==> config.mk <==
export PLATFORM = sky130hd
export DESIGN_NAME = pmc_top
export DESIGN_NICKNAME = d
export VERILOG_FILES = /design/src/pkg/pmc_pkg.sv /design/src/rtl/pmc_div.sv /design/src/rtl/pmc_top.sv
export SDC_FILE = /design/constraint.sdc
export NUM_CORES = 1
export LEC_CHECK = 0
export CAP_MARGIN = 20
export CORE_UTILIZATION = 35
export DETAILED_ROUTE_END_ITERATION = 8
export DONT_BUFFER_PORTS = 1
export GPL_ROUTABILITY_DRIVEN = 0
export MAX_ROUTING_LAYER = met4
export PLACE_DENSITY = 0.48
export SLEW_MARGIN = 20
export SYNTH_ARGS = -nofsm -noshare
export SYNTH_HDL_FRONTEND = slang
export SYNTH_HIERARCHICAL = 1
export SYNTH_SLANG_ARGS = --single-unit
==> constraint.sdc <==
create_clock -name mclk -period 3.2 [get_ports mclk]
set_input_delay 0.16 -clock mclk [delete_from_list [all_inputs] [get_ports mclk]]
set_output_delay 0.16 -clock mclk [all_outputs]
set_load 0.05 [all_outputs]
==> src/pkg/pmc_pkg.sv <==
// constants, field positions and state type for the power-mode clock controller
package pmc_pkg;
    // control register 0 layout
    localparam logic [7:0] CTL0_RESET = 8'h48;
    localparam int CO_SEL_LO = 0;
    localparam int CO_SEL_HI = 1;
    localparam int WAIT_PCS_BIT = 2;
    localparam int SUB_DRIVE_BIT = 3;
    localparam int SUB_PORT_BIT = 4;
    localparam int MAIN_STOP_BIT = 5;
    localparam int DIV0_BIT = 6;
    localparam int SRC_SEL_BIT = 7;
    // control register 1 layout
    localparam logic [7:0] CTL1_RESET = 8'h20;
    localparam logic [7:0] CTL1_WMASK = 8'hE1;
    localparam int ALL_STOP_BIT = 0;
    localparam int MAIN_DRIVE_BIT = 5;
    localparam int DIV_LO_BIT = 6;
    localparam int DIV_HI_BIT = 7;
    // clock output selections
    localparam logic [1:0] CO_PORT = 2'h0;
    localparam logic [1:0] CO_SUB = 2'h1;
    localparam logic [1:0] CO_F8 = 2'h2;
    localparam logic [1:0] CO_F32 = 2'h3;
    // division ratios as powers of two
    localparam logic [2:0] LOG_DIV1 = 3'h0;
    localparam logic [2:0] LOG_DIV2 = 3'h1;
    localparam logic [2:0] LOG_DIV4 = 3'h2;
    localparam logic [2:0] LOG_DIV8 = 3'h3;
    localparam logic [2:0] LOG_DIV16 = 3'h4;
    localparam logic [2:0] LOG_DIV32 = 3'h5;
    localparam int CNT_W = 5;
    // peripheral prescaler taps
    localparam int F8_TAP = 2;
    localparam int F32_TAP = 4;
    localparam logic [2:0] F8_LAST = 3'h7;
    localparam logic [4:0] F32_LAST = 5'h1F;
    typedef enum logic [1:0] {
        PMC_RUN,
        PMC_WAIT,
        PMC_STOP
    } pmc_mode_e;
endpackage : pmc_pkg

==> src/rtl/pmc_div.sv <==
// programmable power-of-two divider producing a one-cycle tick
`timescale 1ns/10ps
`default_nettype none
module pmc_div (
    input wire logic mclk,
    input wire logic rst_n,
    input wire logic step,
    input wire logic [2:0] ratio_log2,
    output logic tick
);
    logic [pmc_pkg::CNT_W-1:0] cnt;
    logic [pmc_pkg::CNT_W-1:0] limit;
    logic [pmc_pkg::CNT_W:0] one_shl;

    assign one_shl = (pmc_pkg::CNT_W+1)'(1) << ratio_log2;
    assign limit = pmc_pkg::CNT_W'(one_shl - (pmc_pkg::CNT_W+1)'(1));
    // counter past the limit after a ratio change ticks at the next step and restarts from zero
    assign tick = step && (cnt >= limit);

    always_ff @(posedge mclk or negedge rst_n) begin
        if (!rst_n) begin
            cnt <= '0;
        end else if (tick) begin
            cnt <= '0;
        end else if (step) begin
            cnt <= cnt + pmc_pkg::CNT_W'(1);
        end
    end
endmodule : pmc_div
`default_nettype wire

==> src/rtl/pmc_top.sv <==
// power-mode and bus clock controller: stop, wait, clock select and pins
// Function
// - writing one to the all-clock stop bit halts oscillators, enters stop
// - stop halts bus, peripheral, sub-clock derived and converter clocks
// - in stop only externally clocked timers and serial channels may run
// - stop ends on reset or enabled interrupt, then the handler runs
// - reset or stop entry from main clock sets divide select bit zero
// - stop, expansion mode: bus held, strobes, hold ack, bus clock high
// - stop, single-chip: ports hold; clock pin high for sub, else holds
// - wait instruction halts bus clock and watchdog, oscillators run
// - wait with peripheral stop bit set also gates peripheral clocks
// - wait ends on reset or interrupt, resuming on the same clock source
// - wait, expansion mode: bus held, strobes high, ports unchanged
// - wait, single-chip: clock pin runs unless divided main and stop bit
// - after reset the bus clock is the main clock divided by eight
// - main modes divide the main clock by 1, 2, 4, 8 or 16
// - low-speed mode uses the sub-clock undivided as bus clock
// - source bit picks sub; else bit zero forces eight; else the field
// - clock register writes take effect only while protect is enabled
// - wait peripheral stop control is bit two of register zero
`timescale 1ns/10ps
`default_nettype none
module pmc_top (
    input wire logic mclk,
    input wire logic rst_n,
    input wire logic sub_clock_in,
    input wire logic ctl0_wr,
    input wire logic [7:0] ctl0_wdata,
    input wire logic ctl1_wr,
    input wire logic [7:0] ctl1_wdata,
    input wire logic protect_enable,
    input wire logic wait_exec,
    input wire logic irq_request,
    input wire logic irq_enabled,
    input wire logic mem_expansion,
    output logic [7:0] ctl0_rd,
    output logic [7:0] ctl1_rd,
    output logic stop_mode,
    output logic wait_mode,
    output logic run_isr,
    output logic main_osc_enable,
    output logic sub_osc_enable,
    output logic bus_clk_en,
    output logic periph_clk_en,
    output logic periph_div8_en,
    output logic periph_div32_en,
    output logic converter_clk_en,
    output logic watchdog_clk_en,
    output logic sub_clock_en,
    output logic sub_clock_div32_en,
    output logic external_clock_only,
    output logic hold_bus_state,
    output logic bus_strobes_high,
    output logic bus_clock_pin,
    output logic port_hold,
    output logic clock_output_pin,
    output logic clock_output_active
);
    pmc_pkg::pmc_mode_e mode;
    pmc_pkg::pmc_mode_e next_mode;
    logic [7:0] ctl0;
    logic [7:0] ctl1;
    logic [7:0] next_ctl0;
    logic [7:0] next_ctl1;
    logic sub_sync1;
    logic sub_sync2;
    logic sub_prev;
    logic [4:0] pre_cnt;

    // ratio of the main-clock divider for the bus clock
    function automatic logic [2:0] main_ratio(input logic div0,
                                               input logic [1:0] field);
        logic [2:0] r;
        r = pmc_pkg::LOG_DIV8;
        if (!div0) begin
            case (field)
                2'h0: r = pmc_pkg::LOG_DIV1;
                2'h1: r = pmc_pkg::LOG_DIV2;
                2'h2: r = pmc_pkg::LOG_DIV4;
                2'h3: r = pmc_pkg::LOG_DIV16;
                default: r = pmc_pkg::LOG_DIV8;
            endcase
        end
        return r;
    endfunction : main_ratio

    wire in_run = (mode == pmc_pkg::PMC_RUN);
    wire in_wait = (mode == pmc_pkg::PMC_WAIT);
    wire in_stop = (mode == pmc_pkg::PMC_STOP);
    wire wake = irq_request && irq_enabled;
    wire single_chip = !mem_expansion;
    wire sel_sub = ctl0[pmc_pkg::SRC_SEL_BIT];
    wire wait_pstop = ctl0[pmc_pkg::WAIT_PCS_BIT];
    wire [1:0] co_sel = ctl0[pmc_pkg::CO_SEL_HI:pmc_pkg::CO_SEL_LO];
    wire [1:0] div_field = {ctl1[pmc_pkg::DIV_HI_BIT],
                            ctl1[pmc_pkg::DIV_LO_BIT]};

    // writes only land while protected writes are open and the core runs;
    // the core is halted in wait and stop, so the source stays frozen there
    wire wr0_ok = ctl0_wr && protect_enable && in_run;
    wire wr1_ok = ctl1_wr && protect_enable && in_run;
    wire stop_req = wr1_ok && ctl1_wdata[pmc_pkg::ALL_STOP_BIT];
    wire wait_req = wait_exec && in_run && !stop_req;

    // oscillators: both halted in stop, main also by its own stop bit
    wire main_on = !in_stop && !ctl0[pmc_pkg::MAIN_STOP_BIT];
    wire sub_on = !in_stop && ctl0[pmc_pkg::SUB_PORT_BIT];
    wire sub_edge = sub_sync2 && !sub_prev && sub_on;

    // peripheral clocks run in run, and in wait unless gated off
    wire periph_run = main_on &&
                      (in_run || (in_wait && !wait_pstop));
    wire f8_tick = periph_run && (pre_cnt[2:0] == pmc_pkg::F8_LAST);
    wire f32_tick = periph_run && (pre_cnt == pmc_pkg::F32_LAST);

    // sub-clock derivatives survive wait regardless of the gate bit
    wire sub32_step = sub_edge && !in_stop;
    wire sub32_tick;

    // bus clock source: sub-clock undivided, else divided main clock
    wire [2:0] bus_ratio = sel_sub ? pmc_pkg::LOG_DIV1 :
                           main_ratio(ctl0[pmc_pkg::DIV0_BIT],
                                      div_field);
    wire bus_step = in_run && (sel_sub ? sub_edge : main_on);
    wire bus_tick;

    pmc_div u_bus_div (
        .mclk(mclk),
        .rst_n(rst_n),
        .step(bus_step),
        .ratio_log2(bus_ratio),
        .tick(bus_tick)
    );

    pmc_div u_sub32_div (
        .mclk(mclk),
        .rst_n(rst_n),
        .step(sub32_step),
        .ratio_log2(pmc_pkg::LOG_DIV32),
        .tick(sub32_tick)
    );

    // mode sequencing
    always_comb begin
        next_mode = mode;
        case (mode)
            pmc_pkg::PMC_RUN: begin
                if (stop_req) begin
                    next_mode = pmc_pkg::PMC_STOP;
                end else if (wait_req) begin
                    next_mode = pmc_pkg::PMC_WAIT;
                end
            end
            pmc_pkg::PMC_WAIT: begin
                if (wake) begin
                    next_mode = pmc_pkg::PMC_RUN;
                end
            end
            pmc_pkg::PMC_STOP: begin
                if (wake) begin
                    next_mode = pmc_pkg::PMC_RUN;
                end
            end
            default: next_mode = pmc_pkg::PMC_RUN;
        endcase
    end

    // register updates, including side effects of stop entry and exit
    always_comb begin
        next_ctl0 = ctl0;
        next_ctl1 = ctl1;
        if (wr0_ok) begin
            next_ctl0 = ctl0_wdata;
        end
        if (wr1_ok) begin
            // reserved bits always hold zero
            next_ctl1 = ctl1_wdata & pmc_pkg::CTL1_WMASK;
        end
        if (stop_req) begin
            next_ctl0[pmc_pkg::SUB_DRIVE_BIT] = 1'b1;
            if (!sel_sub) begin
                // entry from high or medium speed forces divide by eight
                next_ctl0[pmc_pkg::DIV0_BIT] = 1'b1;
                next_ctl1[pmc_pkg::MAIN_DRIVE_BIT] = 1'b1;
            end
        end
        if (in_stop && wake) begin
            next_ctl1[pmc_pkg::ALL_STOP_BIT] = 1'b0;
        end
    end

    always_ff @(posedge mclk or negedge rst_n) begin
        if (!rst_n) begin
            mode <= pmc_pkg::PMC_RUN;
            ctl0 <= pmc_pkg::CTL0_RESET;
            ctl1 <= pmc_pkg::CTL1_RESET;
        end else begin
            mode <= next_mode;
            ctl0 <= next_ctl0;
            ctl1 <= next_ctl1;
        end
    end

    // sub-clock pin is asynchronous: two stages, then edge detection
    always_ff @(posedge mclk or negedge rst_n) begin
        if (!rst_n) begin
            sub_sync1 <= 1'b0;
            sub_sync2 <= 1'b0;
            sub_prev <= 1'b0;
        end else begin
            sub_sync1 <= sub_clock_in;
            sub_sync2 <= sub_sync1;
            sub_prev <= sub_sync2;
        end
    end

    // prescaler freezes when gated, so divided main levels hold
    always_ff @(posedge mclk or negedge rst_n) begin
        if (!rst_n) begin
            pre_cnt <= '0;
        end else if (periph_run) begin
            pre_cnt <= pre_cnt + 5'h01;
        end
    end

    // clock output pin level
    logic next_clk_out;
    logic next_co_active;
    always_comb begin
        next_clk_out = 1'b0;
        next_co_active = single_chip && (co_sel != pmc_pkg::CO_PORT);
        case (co_sel)
            pmc_pkg::CO_SUB: begin
                if (in_stop) begin
                    next_clk_out = 1'b1;
                end else begin
                    next_clk_out = sub_sync2;
                end
            end
            // counter taps hold their level whenever the prescaler freezes
            pmc_pkg::CO_F8: begin
                next_clk_out = pre_cnt[pmc_pkg::F8_TAP];
            end
            pmc_pkg::CO_F32: next_clk_out = pre_cnt[pmc_pkg::F32_TAP];
            default: next_clk_out = 1'b0;
        endcase
        if (!next_co_active) begin
            next_clk_out = 1'b0;
        end
    end

    // bus clock pin toggles once per bus tick, parks high when halted
    logic next_bus_pin;
    assign next_bus_pin = !in_run ? 1'b1 :
                          (bus_tick ? !bus_clock_pin : bus_clock_pin);

    always_ff @(posedge mclk or negedge rst_n) begin
        if (!rst_n) begin
            clock_output_pin <= 1'b0;
            clock_output_active <= 1'b0;
            bus_clock_pin <= 1'b1;
        end else begin
            clock_output_pin <= next_clk_out;
            clock_output_active <= next_co_active;
            bus_clock_pin <= next_bus_pin;
        end
    end

    // clock enables toward the rest of the chip
    always_ff @(posedge mclk or negedge rst_n) begin
        if (!rst_n) begin
            bus_clk_en <= 1'b0;
            periph_clk_en <= 1'b0;
            periph_div8_en <= 1'b0;
            periph_div32_en <= 1'b0;
            converter_clk_en <= 1'b0;
            watchdog_clk_en <= 1'b0;
            sub_clock_en <= 1'b0;
            sub_clock_div32_en <= 1'b0;
        end else begin
            bus_clk_en <= bus_tick;
            periph_clk_en <= periph_run;
            periph_div8_en <= f8_tick;
            periph_div32_en <= f32_tick;
            converter_clk_en <= periph_run;
            watchdog_clk_en <= in_run && (main_on || sub_on);
            sub_clock_en <= sub_edge && !in_stop;
            sub_clock_div32_en <= sub32_tick;
        end
    end

    // mode flags and pin conditioning
    always_ff @(posedge mclk or negedge rst_n) begin
        if (!rst_n) begin
            stop_mode <= 1'b0;
            wait_mode <= 1'b0;
            run_isr <= 1'b0;
            main_osc_enable <= 1'b1;
            sub_osc_enable <= 1'b0;
            external_clock_only <= 1'b0;
            hold_bus_state <= 1'b0;
            bus_strobes_high <= 1'b0;
            port_hold <= 1'b0;
        end else begin
            stop_mode <= in_stop;
            wait_mode <= in_wait;
            run_isr <= !in_run && wake;
            main_osc_enable <= main_on;
            sub_osc_enable <= sub_on;
            external_clock_only <= in_stop;
            hold_bus_state <= !in_run && mem_expansion;
            bus_strobes_high <= !in_run && mem_expansion;
            port_hold <= !in_run;
        end
    end

    assign ctl0_rd = ctl0;
    assign ctl1_rd = ctl1;
endmodule : pmc_top
`default_nettype wire

==> results.json, run 1 <==
{
  "status": "finished, violations left",
  "violations": "design-rule violations",
  "initial_core_util": 0.370,
  "post_synth_num_cell_types": 46,
  "worstSkewPairLatency_ns": 0.30,
  "cts.sinks": 49,
  "critical_path_arrival_ns": 2.90,
  "max_slew_margin": 0.420,
  "drtAntennaViolNets": 0,
  "io_buffer_count": 0,
  "areaGrowthSynthToFinish_pct": 17.0,
  "num_rows": 29,
  "swShare": 0.486,
  "maxCapViolations": 0,
  "path_clk_slew_ns": 0.09,
  "synth_cells": 207,
  "crit_required_ns": 3.44,
  "rr_worst_depth": 9,
  "tritoncts": "built",
  "synth_top_area_share": 0.459,
  "end_kind": "flip-flop",
  "drive_above_1_share": 0.150,
  "rrSetupSlack_ns": 0.54,
  "rr_endpoint": "bus_clock_pin",
  "whs_endpoint": "run_isr",
  "die_area_um2": 7200,
  "finalCriticalPeriod_ns": 2.66,
  "total_power_mw": 3.14,
  "io_pins": 62,
  "power_density_nw_per_um2": 1120,
  "antenna_cells": 0,
  "grt_pass1_wl_um": 7560,
  "ys_top_cells_by_area": "dfrtp_1 (46%), ha_1 (9.9%), dfstp_2 (5.5%)",
  "cts_made_buffers": 5,
  "die_w_um": 84.8,
  "grt-ovfl-total": 0,
  "wl_um": 4510,
  "finalNetCount": 284,
  "die_h_um": 84.8,
  "cts_resized": 0,
  "synth_flop_cell": "dfrtp_1",
  "fillCellCount": 609,
  "avgSynthCellArea_um2": 11.6,
  "peakVddDrop_uv": 527,
  "combPwrFrac": 0.365,
  "async_reset_ff_frac": 1.00,
  "worstPathMaxFanout": 5,
  "power.switching_mw": 1.53,
  "tns_ns": 0,
  "yosys_warnings": 6,
  "synth_area_um2": 2400,
  "antenna_found_initial": 0,
  "maxSlewViolCount": 0,
  "viasPerCell": 4.96,
  "fin_util": 0.432,
  "cell_internal_pwr_mw": 1.62,
  "dp_hpwl_um": 3240,
  "drc": 5,
  "drtIter0Drc": 49,
  "post-cts-setup-buffers": 0,
  "p_leak_nw": 1.34,
  "wl_per_cell_um": 14.2,
  "p_seq_frac": 0.493,
  "timing.fmax_mhz": 376,
  "setup_viol": 0,
  "whs_path_depth": 1,
  "grt_use_total": 0.139,
  "min_from": "irq_enabled",
  "worst_pin_slew_ns": 0.871,
  "htree_levels": 2,
  "clk_path_buf_depth": 2,
  "vias": 1572,
  "p_clk_frac": 0.142,
  "ys_seq_area_frac": 0.513,
  "ys_ff_latch": 49,
  "synth_top_area_cell": "dfrtp_1",
  "fin_crit_sh": 0.831,
  "cts_root_buffer": "clkbuf_8",
  "criticalPathCategory": "reg2reg",
  "dr.pass1.iters": 6,
  "hold_viol": 0,
  "synth_edf_count": 0,
  "grt_pass1_vias": 1518,
  "grt_setup_unrepaired": "no",
  "r2r-start": "ctl0_rd[6]",
  "crit_path_start_kind": "flip-flop",
  "fin_skew_ns": 0.00669,
  "grt_max_degree": 50,
  "hold_class": "in2reg",
  "core-area_um2": 6490
}
## synthesized netlist by cell type, types with 2 or more instances
library cell and number:
o21a_1 2, nand2b_1 3, o22ai_1 3, buf_4 7, nand2_1 5, ha_1 19
a21oi_1 13, nor3_1 2, inv_1 14, a21o_1 2, nor2b_1 3, dfrtp_1 44
a31oi_2 2, and3_1 5, mux2_2 6, xor2_1 5, dfstp_2 5, mux2_4 3
and2_1 4, buf_2 2, a21oi_2 2, or3_1 2, nor2_1 10, o221ai_1 2
o211ai_1 4, o21ai_1 5, nand4_1 5, o21ai_0 3, mux2_1 2, mux2i_1 5
nand3_1 2, conb_1 2
## logic make-up (layout without fill, tap and decap cells)
kind of cell             Yosys count  in the layout  share of synthesized area
other                              2             16                    0.00313
XOR/XNOR                           6              6                     0.0219
multiplexers                      16             16                     0.0771
buffers and inverters             26             45                     0.0558
flip-flops                        49             49                      0.513
adder cells (fa/ha/maj)           19             19                     0.0990
AO/OA/AOI/OAI                     42             42                      0.116
AND/OR/NAND/NOR                   47             47                      0.114
## flip-flops by register name, summed over array words and instances, names as in the netlist, 2 cells and up
| signal | count |
|---|---|
| ctl0_rd | 8 |
| ctl1_rd | 4 |
| u_sub32_div/cnt | 5 |
| pre_cnt | 5 |
| mode | 2 |
| u_bus_div/cnt | 5 |
## power groups by stage
stage	Combinational, mW	Sequential, mW	Clock [mW]
after floorplan	0.902	1.56	0
after global placement	1.10	1.57	0
after detailed placement	1.12	1.57	0
after CTS	1.16	1.56	0.459
after global routing	1.30	1.59	0.479
final	1.15	1.55	0.445
## cell type report
| type | count | area (um^2) | share of cell area |
|---|---|---|---|
| clock buffers | 6 | 72.6 | 0.0258 |
| well taps | 77 | 96.3 | 0.0343 |
| flip-flops and latches | 49 | 1230 | 0.439 |
| repair buffers | 22 | 225 | 0.0802 |
| multi-input cells | 146 | 1090 | 0.387 |
| inverters | 15 | 56.3 | 0.0200 |
| clock inverters | 2 | 38.8 | 0.0138 |
## worst max path at each step
stage,from,slack (ns),endpoint
after floorplan,ctl0_rd[7],0.52,bus_clock_pin
after global placement,ctl0_rd[6],0.58,bus_clock_pin
after detailed placement,ctl0_rd[6],0.57,bus_clock_pin
after CTS,ctl0_rd[6],0.51,bus_clock_pin
after global routing,ctl0_rd[6],0.30,bus_clock_pin
final,ctl0_rd[6],0.54,bus_clock_pin
## per-layer routing
| layer | GRT usage | part of all wire |
|---|---|---|
| met1 | 0.173 | 0.46 |
| met2 | 0.217 | 0.47 |
| met3 | 0.0379 | 0.050 |
| met4 | 0.0524 | 0.013 |
| met5 | - | 0 |
## metrics by stage
stage,area (um^2),cells,setup slack (ns),hold slack (ns)
floorplan,2450,221,0.523,-0.136
global placement,2510,292,0.580,-0.135
detailed placement,2510,292,0.568,-0.134
CTS,2810,317,0.511,0.00516
global route,2810,317,0.296,0.0207
finish,2810,317,0.540,0.0183
## critical path, stage by stage (launching register included)
cell	delay (ns)
dfstp_2	0.74
nor4_1	0.16
or3_1	0.34
ha_1	0.27
nand2b_1	0.14
a31oi_2	0.28
o21ai_1	0.15
and2_1	0.20
o211ai_1	0.16
o31a_1	0.16
## repair_timing
| action | 4_1_cts | 5_1_grt |
|---|---|---|
| setup endpoints to repair | 0 | 0 |
| hold endpoints to repair | 65 | 0 |
| hold buffers | 17 | 0 |
## cell usage in the layout (no fill, tap or decap), types with 6 or more instances in the layout
master and instances:
inv_1 14, conb_1 16, ha_1 19, nor2_1 10, mux2_2 6, a21oi_1 13, dlygate4sd3_1 16, dfrtp_1 44
No activity file was read; power rests on OpenSTA's default activity.
==> inputs of run 2 (changes only) <==
PLACE_DENSITY = 0.5   (was 0.48)
clock period = 2.15 ns   (was 3.2 ns; I/O delays follow)
==> results.json, run 2 (same netlist as run 1, synthesis figures left out) <==
{
  "vias": 1658,
  "p_seq_frac": 0.442,
  "peakVddDrop_uv": 716,
  "finalCriticalPeriod_ns": 2.17,
  "worstPathMaxFanout": 3,
  "clk_path_buf_depth": 2,
  "r2r-start": "ctl1_rd[7]",
  "fillCellCount": 609,
  "areaGrowthSynthToFinish_pct": 25.4,
  "antenna_cells": 0,
  "io_buffer_count": 0,
  "crit_path_start_kind": "flip-flop",
  "drtAntennaViolNets": 0,
  "cts_root_buffer": "clkbuf_8",
  "final_cells": 337,
  "grt_max_degree": 50,
  "setup_viol": 1,
  "grt_setup_unrepaired": "yes",
  "die_area_um2": 7200,
  "htree_levels": 2,
  "regArea_um2": 1240,
  "crit_required_ns": 2.40,
  "wl_um": 4860,
  "total_power_mw": 5.08,
  "worst_pin_slew_ns": 0.863,
  "cell_internal_pwr_mw": 2.63,
  "end_kind": "flip-flop",
  "place_inst": 305,
  "viasPerCell": 4.92,
  "drtIter0Drc": 68,
  "criticalPathCategory": "reg2reg",
  "dpl-instance-area_um2": 2660,
  "drc": 6,
  "multiInputGateArea_um2": 1150,
  "cts.sinks": 49,
  "max_slew_margin": 0.425,
  "cts_made_buffers": 5,
  "die_h_um": 84.8,
  "fin_util": 0.463,
  "min_from": "wait_exec",
  "die_w_um": 84.8,
  "power_density_nw_per_um2": 1690,
  "grt_pass1_vias": 1719,
  "wl_per_cell_um": 14.4,
  "drive_above_1_share": 0.262,
  "grt_pass1_wl_um": 8220,
  "layout_common_cells": "dfrtp_1 (41), buf_4 (21), ha_1 (19), dlygate4sd3_1 (19), conb_1 (16)",
  "antenna_found_initial": 0,
  "num_rows": 29,
  "crit_start": "ctl1_rd[7]",
  "fin_crit_sh": 1.01,
  "violations": "design-rule violations, negative setup slack",
  "swShare": 0.482,
  "initial_core_util": 0.370,
  "grt-ovfl-total": 0,
  "worstSkewPairLatency_ns": 0.30,
  "worst_slack_ns": -0.0219,
  "dr.pass1.iters": 6,
  "hold_class": "in2reg",
  "dp_hpwl_um": 3390,
  "timing.fmax_mhz": 460,
  "p_leak_nw": 1.42,
  "maxSlewViolCount": 0,
  "tritoncts": "built",
  "postLayoutCellArea_um2": 3010,
  "hold_slack_ns": 0.0802,
  "io_pins": 62,
  "final_common_cell": "dfrtp_1",
  "fin_skew_ns": 0.00715,
  "core-area_um2": 6490,
  "largest_register_ffs": 8,
  "hold_viol": 0,
  "combPwrFrac": 0.451,
  "power.switching_mw": 2.45,
  "status": "finished, violations left",
  "grt_use_total": 0.152,
  "path_clk_slew_ns": 0.09,
  "p_clk_frac": 0.107,
  "critical_path_arrival_ns": 2.42,
  "maxCapViolations": 0,
  "finalNetCount": 304
}
run 2: changes by cell type in the layout (fill, tap and decap cells not counted), moves of 2 or more:
| cell | delta |
|---|---|
| inv_1 | -2 |
| nor2_2 | +2 |
| dlygate4sd3_1 | +3 |
| dfrtp_2 | +3 |
| nor2_1 | -2 |
| a21oi_1 | -3 |
| dfrtp_1 | -3 |
| buf_4 | +16 |
| clkinvlp_4 | +2 |
| inv_2 | +2 |
| a21oi_2 | +3 |
run 2: what timing repair did:
item / in CTS / in global routing
pin swaps: 0 / 5
endpoints found under the setup margin: 1 / 5
endpoints found under the hold margin: 67 / 0
hold buffers: 20 / 0
gates cloned: 0 / 0
resized for setup: 0 / 5
setup buffers: 0 / 4
run 2: final cells by class:
| class | count | area share |
|---|---|---|
| clock buffer | 6 | 0.0241 |
| inverter | 15 | 0.0187 |
| multi-input combinational | 146 | 0.381 |
| timing repair buffer | 42 | 0.128 |
| sequential | 49 | 0.411 |
| tap | 77 | 0.0320 |
| clock inverter | 2 | 0.00499 |
run 2: per-stage QoR:
step	setup WS, ns	TNS, ns
6_report	-0.0219	-0.0219
5_1_grt	-0.167	-0.427
4_1_cts	-0.0496	-0.0496
3_5_place_dp	-0.0266	-0.0266
3_3_place_gp	0.00609	0
2_1_floorplan	-0.174	-0.174
run 2: metal layers:
metal / track usage / part of all wire
met1: 0.191 / 0.45
met2: 0.237 / 0.46
met3: 0.0438 / 0.068
met4: 0.0508 / 0.017
met5: - / 0
run 2: worst paths after layout:
kind,endpoint,cells past startpoint,slack [ns]
worst min-delay path,mode[1],3,0.08
max in group asynchronous,ctl0_rd[6],2,1.57
min in group asynchronous,periph_div32_en,2,0.30
worst min register to register,sub_sync2,0,0.36
worst max-delay path,bus_clock_pin,11,-0.02
worst max register to register,bus_clock_pin,11,-0.02
run 2: critical path: stages, from the launching register on:
cell	delay, ns
dfrtp_2	0.40
inv_2	0.06
a21oi_2	0.14
nor2_2	0.05
or3_1	0.37
ha_1	0.27
nand2b_4	0.15
a31oi_4	0.14
o21ai_2	0.08
and2_4	0.14
o211ai_1	0.15
o31a_1	0.15
run 2: power groups by stage:
stage | registers [mW] | logic, mW | clock network [mW]
CTS | 2.24 | 2.22 | 0.565
floorplan | 2.35 | 1.50 | 0
detailed placement | 2.26 | 2.14 | 0
finish | 2.24 | 2.29 | 0.543
global placement | 2.26 | 2.10 | 0
global route | 2.30 | 2.55 | 0.602
